<file path="src/pkg/lps_consts.vh">
// constants for the parallel panel strobe timing block
`ifndef LPS_CONSTS_VH
`define LPS_CONSTS_VH

// register byte offsets
`define LPS_OFF_PRI_TIMING   8'h00
`define LPS_OFF_SEC_TIMING   8'h04
`define LPS_OFF_CTRL         8'h08
`define LPS_OFF_PRI_ADDR     8'h10
`define LPS_OFF_PRI_DATA     8'h14
`define LPS_OFF_SEC_ADDR     8'h18
`define LPS_OFF_SEC_DATA     8'h1c
`define LPS_OFF_STATUS       8'h20

// timing register fields
`define LPS_WSU_HI      31
`define LPS_WSU_LO      27
`define LPS_WSTB_HI     26
`define LPS_WSTB_LO     21
`define LPS_WHLD_HI     20
`define LPS_WHLD_LO     17
`define LPS_RSU_HI      16
`define LPS_RSU_LO      12
`define LPS_RSTB_HI     11
`define LPS_RSTB_LO     6
`define LPS_RHLD_HI     5
`define LPS_RHLD_LO     2
`define LPS_TA_HI       1
`define LPS_TA_LO       0

// control register fields
`define LPS_DIV_HI      15
`define LPS_DIV_LO      8
`define LPS_MODE_HI     2
`define LPS_MODE_LO     0

// reset values
`define LPS_TIMING_RST  32'h0022_0044
`define LPS_CTRL_RST    32'h0000_0103

// bus mode encodings
`define LPS_MODE_S68    3'h0
`define LPS_MODE_A68    3'h1
`define LPS_MODE_S80    3'h2
`define LPS_MODE_A80    3'h3
`define LPS_MODE_ENA    3'h4

`endif

</file>
<file path="src/rtl/lps_strobe_timing.v">
// parallel panel port with per-select strobe timing and apb registers
`timescale 1ns/1ps
`include "lps_consts.vh"

module lps_strobe_timing (
   input  wire        core_clk,
   input  wire        reset,
   input  wire        psel,
   input  wire        penable,
   input  wire        pwrite,
   input  wire [7:0]  paddr,
   input  wire [31:0] pwdata,
   output reg  [31:0] prdata,
   output wire        pready,
   output wire        pslverr,
   output reg  [15:0] panel_data_out,
   output reg         panel_data_oe,
   input  wire [15:0] panel_data_in,
   output reg         panel_strobe_a,
   output reg         panel_strobe_b,
   output reg         panel_ale,
   output reg         panel_sel0,
   output reg         panel_sel1
);

   localparam [2:0] ST_IDLE  = 3'h0;
   localparam [2:0] ST_GAP   = 3'h1;
   localparam [2:0] ST_SETUP = 3'h2;
   localparam [2:0] ST_STB   = 3'h3;
   localparam [2:0] ST_HOLD  = 3'h4;
   localparam [2:0] ST_DONE  = 3'h5;

   reg [31:0] timing_q [0:1];
   reg [31:0] ctrl_q;
   reg [15:0] addr_reg_q [0:1];
   reg [15:0] data_reg_q [0:1];
   reg [2:0]  state_q;
   reg [5:0]  cnt_q;
   reg        sel_q;
   reg        rd_q;
   reg        adr_q;
   reg [7:0]  div_cnt_q;
   reg        tick_q;
   reg [1:0]  gap_q [0:1];
   reg [1:0]  last_rd_q;
   reg [15:0] sync1_q;
   reg [15:0] sync2_q;
   reg [15:0] sync3_q;
   reg [15:0] din_q;

   wire        setup_ph = (state_q == ST_SETUP);
   wire        apb_acc  = psel & penable;
   wire        hit_xfer = (paddr == `LPS_OFF_PRI_ADDR) | (paddr == `LPS_OFF_PRI_DATA) |
                          (paddr == `LPS_OFF_SEC_ADDR) | (paddr == `LPS_OFF_SEC_DATA);
   wire        hit_known = hit_xfer | (paddr == `LPS_OFF_PRI_TIMING) |
                           (paddr == `LPS_OFF_SEC_TIMING) | (paddr == `LPS_OFF_CTRL) |
                           (paddr == `LPS_OFF_STATUS);
   wire [31:0] cfg      = timing_q[sel_q];
   wire [2:0]  mode     = ctrl_q[`LPS_MODE_HI:`LPS_MODE_LO];
   wire [7:0]  div      = ctrl_q[`LPS_DIV_HI:`LPS_DIV_LO];
   wire        req_sel  = paddr[3];
   wire        req_adr  = ~paddr[2];
   // strobe pins follow the count: a zero width gives no strobe at all,
   // and the closing cycle of the strobe state already counts as hold
   wire        in_stb   = (state_q == ST_STB);
   wire        strobe   = in_stb & (cnt_q != 6'h00);
   wire        active   = setup_ph | in_stb | (state_q == ST_HOLD);
   // read word taken in the first cycle after the strobe window; the input
   // stages lag the pins, so a read strobe shorter than that lag reads stale
   wire        rd_take  = in_stb & (cnt_q == 6'h00) & rd_q;

   // transfers stall the bus until the panel access is complete
   assign pready  = hit_xfer ? (state_q == ST_DONE) : 1'b1;
   assign pslverr = apb_acc & ~hit_known;

   // memory-side clock enable, divider value 0 behaves as 1; the divider
   // runs free, so with a divider above one a phase may start mid-tick and
   // run up to one memory tick short of its count
   always @(posedge core_clk) begin
      if (reset) begin
         div_cnt_q <= 8'h00;
         tick_q    <= 1'b0;
      end else if (div_cnt_q + 8'h01 >= div || div == 8'h00) begin
         div_cnt_q <= 8'h00;
         tick_q    <= 1'b1;
      end else begin
         div_cnt_q <= div_cnt_q + 8'h01;
         tick_q    <= 1'b0;
      end
   end

   // panel data input: three stages, value taken when last two agree
   genvar b;
   generate
      for (b = 0; b < 16; b = b + 1) begin : g_sync
         always @(posedge core_clk) begin
            if (reset) begin
               sync1_q[b] <= 1'b0;
               sync2_q[b] <= 1'b0;
               sync3_q[b] <= 1'b0;
               din_q[b]   <= 1'b0;
            end else begin
               sync1_q[b] <= panel_data_in[b];
               sync2_q[b] <= sync1_q[b];
               sync3_q[b] <= sync2_q[b];
               if (sync2_q[b] == sync3_q[b]) begin
                  din_q[b] <= sync3_q[b];
               end
            end
         end
      end
   endgenerate

   // per-select turnaround counters, loaded when an access ends
   genvar s;
   generate
      for (s = 0; s < 2; s = s + 1) begin : g_gap
         always @(posedge core_clk) begin
            if (reset) begin
               gap_q[s]     <= 2'h0;
               last_rd_q[s] <= 1'b1;
            end else if (state_q == ST_HOLD && cnt_q == 6'h00 && sel_q == s) begin
               gap_q[s]     <= timing_q[s][`LPS_TA_HI:`LPS_TA_LO];
               last_rd_q[s] <= rd_q;
            end else if (tick_q && gap_q[s] != 2'h0) begin
               gap_q[s] <= gap_q[s] - 2'h1;
            end
         end
      end
   endgenerate

   // access sequencer: gap, setup, strobe, hold, then bus answer
   always @(posedge core_clk) begin
      if (reset) begin
         state_q <= ST_IDLE;
         cnt_q   <= 6'h00;
         sel_q   <= 1'b0;
         rd_q    <= 1'b1;
         adr_q   <= 1'b0;
      end else begin
         case (state_q)
            ST_IDLE: begin
               if (psel && !penable && hit_xfer) begin
                  sel_q   <= req_sel;
                  rd_q    <= ~pwrite;
                  adr_q   <= req_adr;
                  state_q <= ST_GAP;
               end
            end
            ST_GAP: begin
               // two reads in a row on one select skip the idle gap
               if ((rd_q && last_rd_q[sel_q]) || gap_q[sel_q] == 2'h0) begin
                  cnt_q   <= rd_q ? {1'b0, cfg[`LPS_RSU_HI:`LPS_RSU_LO]}
                                  : {1'b0, cfg[`LPS_WSU_HI:`LPS_WSU_LO]};
                  state_q <= ST_SETUP;
               end
            end
            ST_SETUP: begin
               // a zero setup count still costs one core cycle here
               if (cnt_q == 6'h00) begin
                  cnt_q   <= rd_q ? cfg[`LPS_RSTB_HI:`LPS_RSTB_LO]
                                  : cfg[`LPS_WSTB_HI:`LPS_WSTB_LO];
                  state_q <= ST_STB;
               end else if (tick_q) begin
                  cnt_q <= cnt_q - 6'h01;
               end
            end
            ST_STB: begin
               // the count-zero cycle closes the strobe and opens the hold
               if (cnt_q == 6'h00) begin
                  cnt_q   <= rd_q ? {2'b00, cfg[`LPS_RHLD_HI:`LPS_RHLD_LO]}
                                  : {2'b00, cfg[`LPS_WHLD_HI:`LPS_WHLD_LO]};
                  state_q <= ST_HOLD;
               end else if (tick_q) begin
                  cnt_q <= cnt_q - 6'h01;
               end
            end
            ST_HOLD: begin
               if (cnt_q == 6'h00) begin
                  state_q <= ST_DONE;
               end else if (tick_q) begin
                  cnt_q <= cnt_q - 6'h01;
               end
            end
            ST_DONE: begin
               state_q <= ST_IDLE;
            end
            default: begin
               state_q <= ST_IDLE;
            end
         endcase
      end
   end

   // configuration and access registers; read data lands at strobe end
   always @(posedge core_clk) begin
      if (reset) begin
         timing_q[0]   <= `LPS_TIMING_RST;
         timing_q[1]   <= `LPS_TIMING_RST;
         ctrl_q        <= `LPS_CTRL_RST;
         addr_reg_q[0] <= 16'h0000;
         addr_reg_q[1] <= 16'h0000;
         data_reg_q[0] <= 16'h0000;
         data_reg_q[1] <= 16'h0000;
      end else begin
         if (apb_acc && pwrite) begin
            case (paddr)
               `LPS_OFF_PRI_TIMING: timing_q[0] <= pwdata;
               `LPS_OFF_SEC_TIMING: timing_q[1] <= pwdata;
               `LPS_OFF_CTRL:       ctrl_q <= {16'h0000, pwdata[15:8], 5'h00, pwdata[2:0]};
               default: begin
               end
            endcase
         end
         // write data is latched at setup so it is stable on the pins
         if (psel && !penable && pwrite && state_q == ST_IDLE) begin
            if (paddr == `LPS_OFF_PRI_ADDR) addr_reg_q[0] <= pwdata[15:0];
            if (paddr == `LPS_OFF_SEC_ADDR) addr_reg_q[1] <= pwdata[15:0];
            if (paddr == `LPS_OFF_PRI_DATA) data_reg_q[0] <= pwdata[15:0];
            if (paddr == `LPS_OFF_SEC_DATA) data_reg_q[1] <= pwdata[15:0];
         end
         if (rd_take) begin
            if (adr_q) begin
               addr_reg_q[sel_q] <= din_q;
            end else begin
               data_reg_q[sel_q] <= din_q;
            end
         end
      end
   end

   // read mux; unmapped offsets read zero and flag an error
   always @* begin
      case (paddr)
         `LPS_OFF_PRI_TIMING: prdata = timing_q[0];
         `LPS_OFF_SEC_TIMING: prdata = timing_q[1];
         `LPS_OFF_CTRL:       prdata = ctrl_q;
         `LPS_OFF_PRI_ADDR:   prdata = {16'h0000, addr_reg_q[0]};
         `LPS_OFF_PRI_DATA:   prdata = {16'h0000, data_reg_q[0]};
         `LPS_OFF_SEC_ADDR:   prdata = {16'h0000, addr_reg_q[1]};
         `LPS_OFF_SEC_DATA:   prdata = {16'h0000, data_reg_q[1]};
         `LPS_OFF_STATUS:     prdata = {24'h000000, gap_q[1], gap_q[0], 1'b0, state_q};
         default:             prdata = 32'h0000_0000;
      endcase
   end

   // pin mapping per bus style; reserved modes behave as the 80 style
   always @(posedge core_clk) begin
      if (reset) begin
         panel_data_out <= 16'h0000;
         panel_data_oe  <= 1'b0;
         panel_strobe_a <= 1'b1;
         panel_strobe_b <= 1'b1;
         panel_ale      <= 1'b1;
         panel_sel0     <= 1'b1;
         panel_sel1     <= 1'b1;
      end else begin
         panel_data_out <= adr_q ? addr_reg_q[sel_q] : data_reg_q[sel_q];
         panel_data_oe  <= active & ~rd_q;
         panel_ale      <= ~(active & adr_q); // low marks an address cycle
         case (mode)
            `LPS_MODE_S68, `LPS_MODE_A68: begin
               panel_strobe_a <= strobe;          // high enable
               panel_strobe_b <= rd_q | ~active;  // read/write direction
               panel_sel0     <= ~(active & ~sel_q);
               panel_sel1     <= ~(active & sel_q);
            end
            `LPS_MODE_ENA: begin
               // enable style carries the strobe on the addressed select line only
               panel_strobe_a <= 1'b0;
               panel_strobe_b <= rd_q | ~active;
               panel_sel0     <= strobe & ~sel_q;
               panel_sel1     <= strobe & sel_q;
            end
            default: begin
               panel_strobe_a <= ~(strobe & rd_q);   // low read strobe
               panel_strobe_b <= ~(strobe & ~rd_q);  // low write strobe
               panel_sel0     <= ~(active & ~sel_q);
               panel_sel1     <= ~(active & sel_q);
            end
         endcase
      end
   end

endmodule

</file>
<file path="config.mk">
export PLATFORM = sky130hd
export DESIGN_NAME = lps_strobe_timing
export DESIGN_NICKNAME = d
export VERILOG_FILES = /design/src/rtl/lps_strobe_timing.v
export VERILOG_INCLUDE_DIRS = /design/src /design/src/pkg
export SDC_FILE = /design/constraint.sdc
export NUM_CORES = 1
export LEC_CHECK = 0
export ABC_AREA = 1
export BUFFER_PORTS_ARGS = -buffer_cell sky130_fd_sc_hd__clkbuf_2
export CELL_PAD_IN_SITES_DETAIL_PLACEMENT = 0
export CELL_PAD_IN_SITES_GLOBAL_PLACEMENT = 1
export CORE_MARGIN = 2
export CORE_UTILIZATION = 45
export CTS_CLUSTER_SIZE = 14
export DETAILED_ROUTE_END_ITERATION = 10
export PLACE_DENSITY = 0.8
export REMOVE_ABC_BUFFERS = 1
export SLEW_MARGIN = 25
export SYNTH_ARGS = -nofsm -noshare
export SYNTH_HDL_FRONTEND = slang
export SYNTH_SLANG_ARGS = --single-unit
</file>
<file path="constraint.sdc">
create_clock -name core_clk -period 4.3 [get_ports core_clk]
set_input_delay 0.43 -clock core_clk [delete_from_list [all_inputs] [get_ports core_clk]]
set_output_delay 0.43 -clock core_clk [all_outputs]
set_load 0.1 [all_outputs]
</file>
### Yosys cells after proc, flatten, opt, wreduce, memory -nomap -nowiden

Memories as Yosys holds them, arrays and structs flattened. A register that Yosys moved wholly into a read port is not among the register bits.
Index checks and enable logic that the tools add are counted.

* bits in registers: 120
* bits in latches: 0
* memory bits (writable): 132
* memory bits (read-only): 0
* input port bits: 61
* output and inout bits: 56
* logic and storage cells: 301
* memories: 4

Memory list
* timing_q: depth 2, width 32, rd ports 3, clocked after memory_dff 1, write ports 2, RTL line lps_strobe_timing.v:33 `reg [31:0] timing_q [0:1];`
* addr_reg_q: depth 2, width 16, rd ports 3, clocked after memory_dff 1, write ports 2, RTL line lps_strobe_timing.v:35 `reg [15:0] addr_reg_q [0:1];`
* data_reg_q: depth 2, width 16, rd ports 3, clocked after memory_dff 1, write ports 2, RTL line lps_strobe_timing.v:36 `reg [15:0] data_reg_q [0:1];`
* gap_q: depth 2, width 2, rd ports 3, clocked after memory_dff 1, write ports 2, RTL line lps_strobe_timing.v:44 `reg [1:0] gap_q [0:1];`

* $add $sub $neg: 4
* $mul: 0
* divide/modulo/power cells: 0
* $lt $le $gt $ge: 2
* equal/unequal tests: 36
* shift operators: 0
* mux-type cells: 97
* bitwise operators: 44
* reductions and logical operators: 33

Operator list (number)
* 32-bit one-hot mux with 8 select lines: 1
* 16-bit two-way mux: 7
* 1-bit two-way mux: 67
* 32-bit two-way mux: 2
* 6-bit two-way mux: 6
* 8-bit by 5-bit equality test with 1-bit output, second input constant: 4
* 16-bit OR reduction: 2
* 6-bit one-hot mux with 4 select lines: 1
* 1-bit bitwise OR: 20
* 1-bit equality test: 16
* 8-bit logical NOT: 2
* 3-bit two-way mux: 5
* 3-bit one-hot mux with 5 select lines: 1
* 1-bit bitwise AND: 13
* 1-bit logical AND: 11
* 1-bit inverter: 11
* 3-bit equality test, second input constant: 3
* 8-bit by 1-bit adder with 8-bit output, second input constant: 1
* 8-bit by 3-bit equality test with 1-bit output, second input constant: 1
* 8-bit by 4-bit equality test with 1-bit output, second input constant: 1
* 8-bit by 6-bit equality test with 1-bit output, second input constant: 1
* 8-bit greater-or-equal comparator: 1
* 2-bit two-way mux: 4
* 3-bit by 1-bit equality test with 1-bit output, second input constant: 2
* other kinds (22): 33

### Logic depth before layout (Yosys ltp)

* depth in word-level cells: 10
* gate-level depth with buffers: 13
* depth with buffers taken out: 13

### Worst setup path after synthesis

OpenSTA, ideal clock, no wires.

* kind: input port to flip-flop
* start: input paddr[1]
* end: memory timing_q[1][0] (enable)
* library setup time: 466 ps
* data arrival time: 3419 ps
* data required time: 3834 ps
* slack: 415 ps
* stages on the path: 6
* path buffers: 1
* cells stage by stage: nor2_2 -> nand2_1 -> nor2_2 -> nand2_2 -> clkbuf_1 -> o21ai_0

RTL lines
* from (decl): RTL line lps_strobe_timing.v:11 `input wire [7:0] paddr,`
* to (decl): RTL line lps_strobe_timing.v:33

### Final worst setup path

* start: input paddr[1]
* end: output prdata[1]

* word-level cells in the longest chain between the ends: 2
* elaborated cells between the ends (all ways): 9
* classes of those cells: eq/ne (7); mux (1); reduce/logical (1)

Ends and longest elaborated chain
* 8-bit by 6-bit equality test with 1-bit output (tied with other cells): RTL line lps_strobe_timing.v:234 `case (paddr)`
* 32-bit one-hot mux with 8 select lines *: RTL line lps_strobe_timing.v:234
* to (decl): RTL line lps_strobe_timing.v:13 `output reg [31:0] prdata,`

Every way passes the cells marked *; elsewhere a longest branch is shown, timed or not.

==> PnR_summary.wiki <==
{| class="wikitable"
! Metric !! Value
|-
| Cell area after synthesis || 11600 um^2
|-
| Number of buffers inserted during clock tree synthesis || 27
|-
| Port-buffer cells || 116
|-
| Detailed-route via count || 9426
|-
| Antenna Nets Post-Route || 0
|-
| CP peak stage delay || 0.47 ns
|-
| Initial core utilization || 46.1%
|-
| Tightest Pin Transition || 0.879 ns
|-
| Final period demand of the worst path || 3.07 ns
|-
| Average wire per cell in the routed design || 18.1 um
|-
| Cells after synthesis || 1289
|-
| Inst Count DP || 1694
|-
| Share of post-route cells with drive strength above 1 || 16.6%
|-
| Kind of end point of the critical path || output port
|-
| Library cells used by synthesis || 49
|-
| Data arrival time of the critical path || 2.64 ns
|-
| CTS tree || yes
|-
| GP Congestion || 0.898
|-
| Worst Min Path Start || panel_data_in[10]
|-
| Total Nets Final || 1467
|-
| Crit Path Category || in -> out
|-
| Deepest clock path buffer count || 3
|-
| Count of yosys warnings during synthesis || 0
|-
| Ant diodes || 0
|-
| Clock latency of the later-clocked register in the worst-skew pair || 0.54 ns
|-
| Htree depth || 1
|-
| Worst IR drop on VDD || 257 uV
|-
| Root buffer cell || clkbuf_16
|-
| Final worst-path cycle share || 71.4%
|-
| Slowest cell on the critical path || clkbuf_2
|-
| Required time worst endpoint || 3.87 ns
|-
| Leakage Power || 0.00559 uW
|-
| RSZ-0062 raised after global routing || no
|-
| Post-CTS Setup Repair Bufs || 0
|-
| Largest fanout on the critical path || 19
|-
| DR pass1 iterations || 5
|-
| Post-DP HPWL || 21500 um
|-
| Final cell count without fillers || 1743
|-
| Worst setup timing slack at the placement stage || 1.25 ns
|-
| CP Cell Sequence || clkbuf_2 -> nor2_2 -> nand2_1 -> nor2_2 -> buf_4 -> nand2_2 -> inv_2 -> nand2_1 -> o21ai_1 -> nor2_1 -> nand2_1 -> clkbuf_2
|-
| Height of the die || 165 um
|-
| Relative slew slack || 41.4%
|-
| Launching element type of the critical path || primary input
|-
| Area of the core || 25300 um^2
|-
| Number of cell rows || 58
|-
| Overall die area || 27200 um^2
|-
| Synth Register Bits || 253
|-
| Area Growth Syn to Fin || 15.2%
|-
| Status || completed
|-
| Number of ports placed on the die boundary || 117
|-
| Count of final max-slew check failures || 0
|-
| Worst setup path startpoint || paddr[1]
|-
| Via count of the first global-routing pass || 8857
|-
| Clock Skew || 0.0131 ns
|-
| Post-route setup TNS || 0 ns
|-
| Cell area power density || 436 nW/um^2
|-
| Hold crit path type || in -> reg
|-
| Proportion of synthesized chip area in sequential cells || 54.9%
|-
| Fin worst setup slack || 1.23 ns
|-
| Max Freq || 326 MHz
|-
| Hold Buf Count CTS || 0
|-
| Launch point of the worst reg-to-reg path || adr_q
|-
| Delay-heaviest family, CP || buffers and inverters
|-
| Clock transition at path regs || 0.06 ns
|-
| Initial detailed-routing violation count || 794
|-
| Mean Syn Cell Area || 9.03 um^2
|-
| Max Cap Viol || 0
|-
| Clock sink count || 253
|-
| Total global routing overflow || 0
|-
| Vias per cell || 5.41
|-
| Cells resized by post-CTS repair || 0
|-
| Number of buffers and inverters on the critical path || 4
|-
| Commonest cells after routing, fill and taps aside || 196 x inv_1, 169 x nand2_1, 137 x nor2_1, 132 x edfxtp_1, 120 x dfxtp_1
|-
| DRC || 0
|-
| Final wirelength || 31600 um
|-
| Finish-stage setup viols || 0
|-
| Leading cell type in the layout, fill and taps excluded || inv_1
|-
| Final hold violations || 0
|-
| Initial antenna violation count || 1
|-
| Cell type with the highest occurrence count on the critical path || nand2_1
|-
| Maximum number of pins on one net before global-route repair || 62
|-
| GR Util All Layers || 23.4%
|-
| Die boundary width || 165 um
|-
| Wire length of the first global-routing pass || 48700 um
|}
==> through the flow <==
stage | total power (uW) | utilization, % | area [um^2] | hold WS, ns
after global routing | 6050 | 53.1 | 13400 | 0.0707
after floorplan | 3260 | - | 11300 | 0.388
final | 5840 | 53.1 | 13400 | 0.0744
after CTS | 5870 | 53.1 | 13400 | 0.0586
after detailed placement | 3480 | 49.4 | 12500 | 0.395
after global placement | 3470 | 49.4 | 12500 | 0.389
==> cell type report <==
cell class	instances	area (um^2)
inverter	212	796
fill	2351	11900
sequential	253	6390
clock inverter	10	125
clock buffer	39	801
multi-input combinational	766	4160
timing repair buffer	133	723
tap	330	413
==> synthesized netlist by cell type (all sizes together) <==
cell type | n | area (um^2)
a211oi | 17 | 128
a21oi | 92 | 483
a22o | 13 | 114
a22oi | 1 | 7.51
a32o | 3 | 30.0
a32oi | 1 | 8.76
and3 | 1 | 6.26
buf | 32 | 206
clkbuf | 26 | 97.6
clkinv | 4 | 15.0
dfxtp | 121 | 2420
edfxtp | 132 | 3960
ha | 13 | 163
inv | 208 | 781
nand2 | 176 | 683
nand3 | 58 | 368
nand3b | 1 | 7.51
nand4 | 12 | 81.3
nor2 | 147 | 614
nor3 | 9 | 56.3
nor3b | 2 | 15.0
nor4 | 2 | 12.5
o211ai | 24 | 180
o21a | 1 | 7.51
o21ai | 91 | 455
o21bai | 1 | 7.51
o22ai | 90 | 632
o311ai | 3 | 26.3
o32ai | 1 | 8.76
or2 | 2 | 12.5
xnor2 | 1 | 8.76
xor2 | 4 | 35.0
==> final timing paths <==
kind | endpoint | slack (ns) | cells past startpoint
max | prdata[1] | 1.23 | 12
min reg2reg | sync2_q[13] | 0.40 | 2
max reg2reg | addr_reg_q[0][3] | 1.71 | 6
min | sync1_q[10] | 0.07 | 3
==> report_power, final <==
part           total (uW)  internal, uW  switching, uW
clock                2410          1460            945
sequential           2710          2650           67.1
combinational         716           191            525
==> metal layers <==
metal  GRT usage, %  share of wire, %
met1           31.8                43
met2           38.3                46
met3           3.39               8.1
met4           7.94               2.7
met5              0                 0
==> registers in the layout, indices dropped and copies added, names as in the netlist, 16 cells and up, named ones only <==
name            flops
addr_reg_q         32
sync1_q            16
panel_data_out     16
sync2_q            16
data_reg_q         32
din_q              16
timing_q           64
sync3_q            16
==> worst reg2reg max path: cells and delay by family (launching register included) <==
family | cells | cell delay (ns)
flops | 1 | 0.31
buf+inv | 3 | 0.90
compound gates | 1 | 0.49
simple gates | 2 | 0.58
==> kinds of logic (layout without fill, tap and decap cells) <==
family,count (synthesis),after routing,share of synthesized area (%)
AND/OR/NAND/NOR,410,410,16.0
AO/OA/AOI/OAI,338,338,17.9
buffers and inverters,270,394,9.45
flip-flops,253,253,54.9
adder cells (fa/ha/maj),13,13,1.40
XOR/XNOR,5,5,0.376
Power figures use the tool's default switching activity.
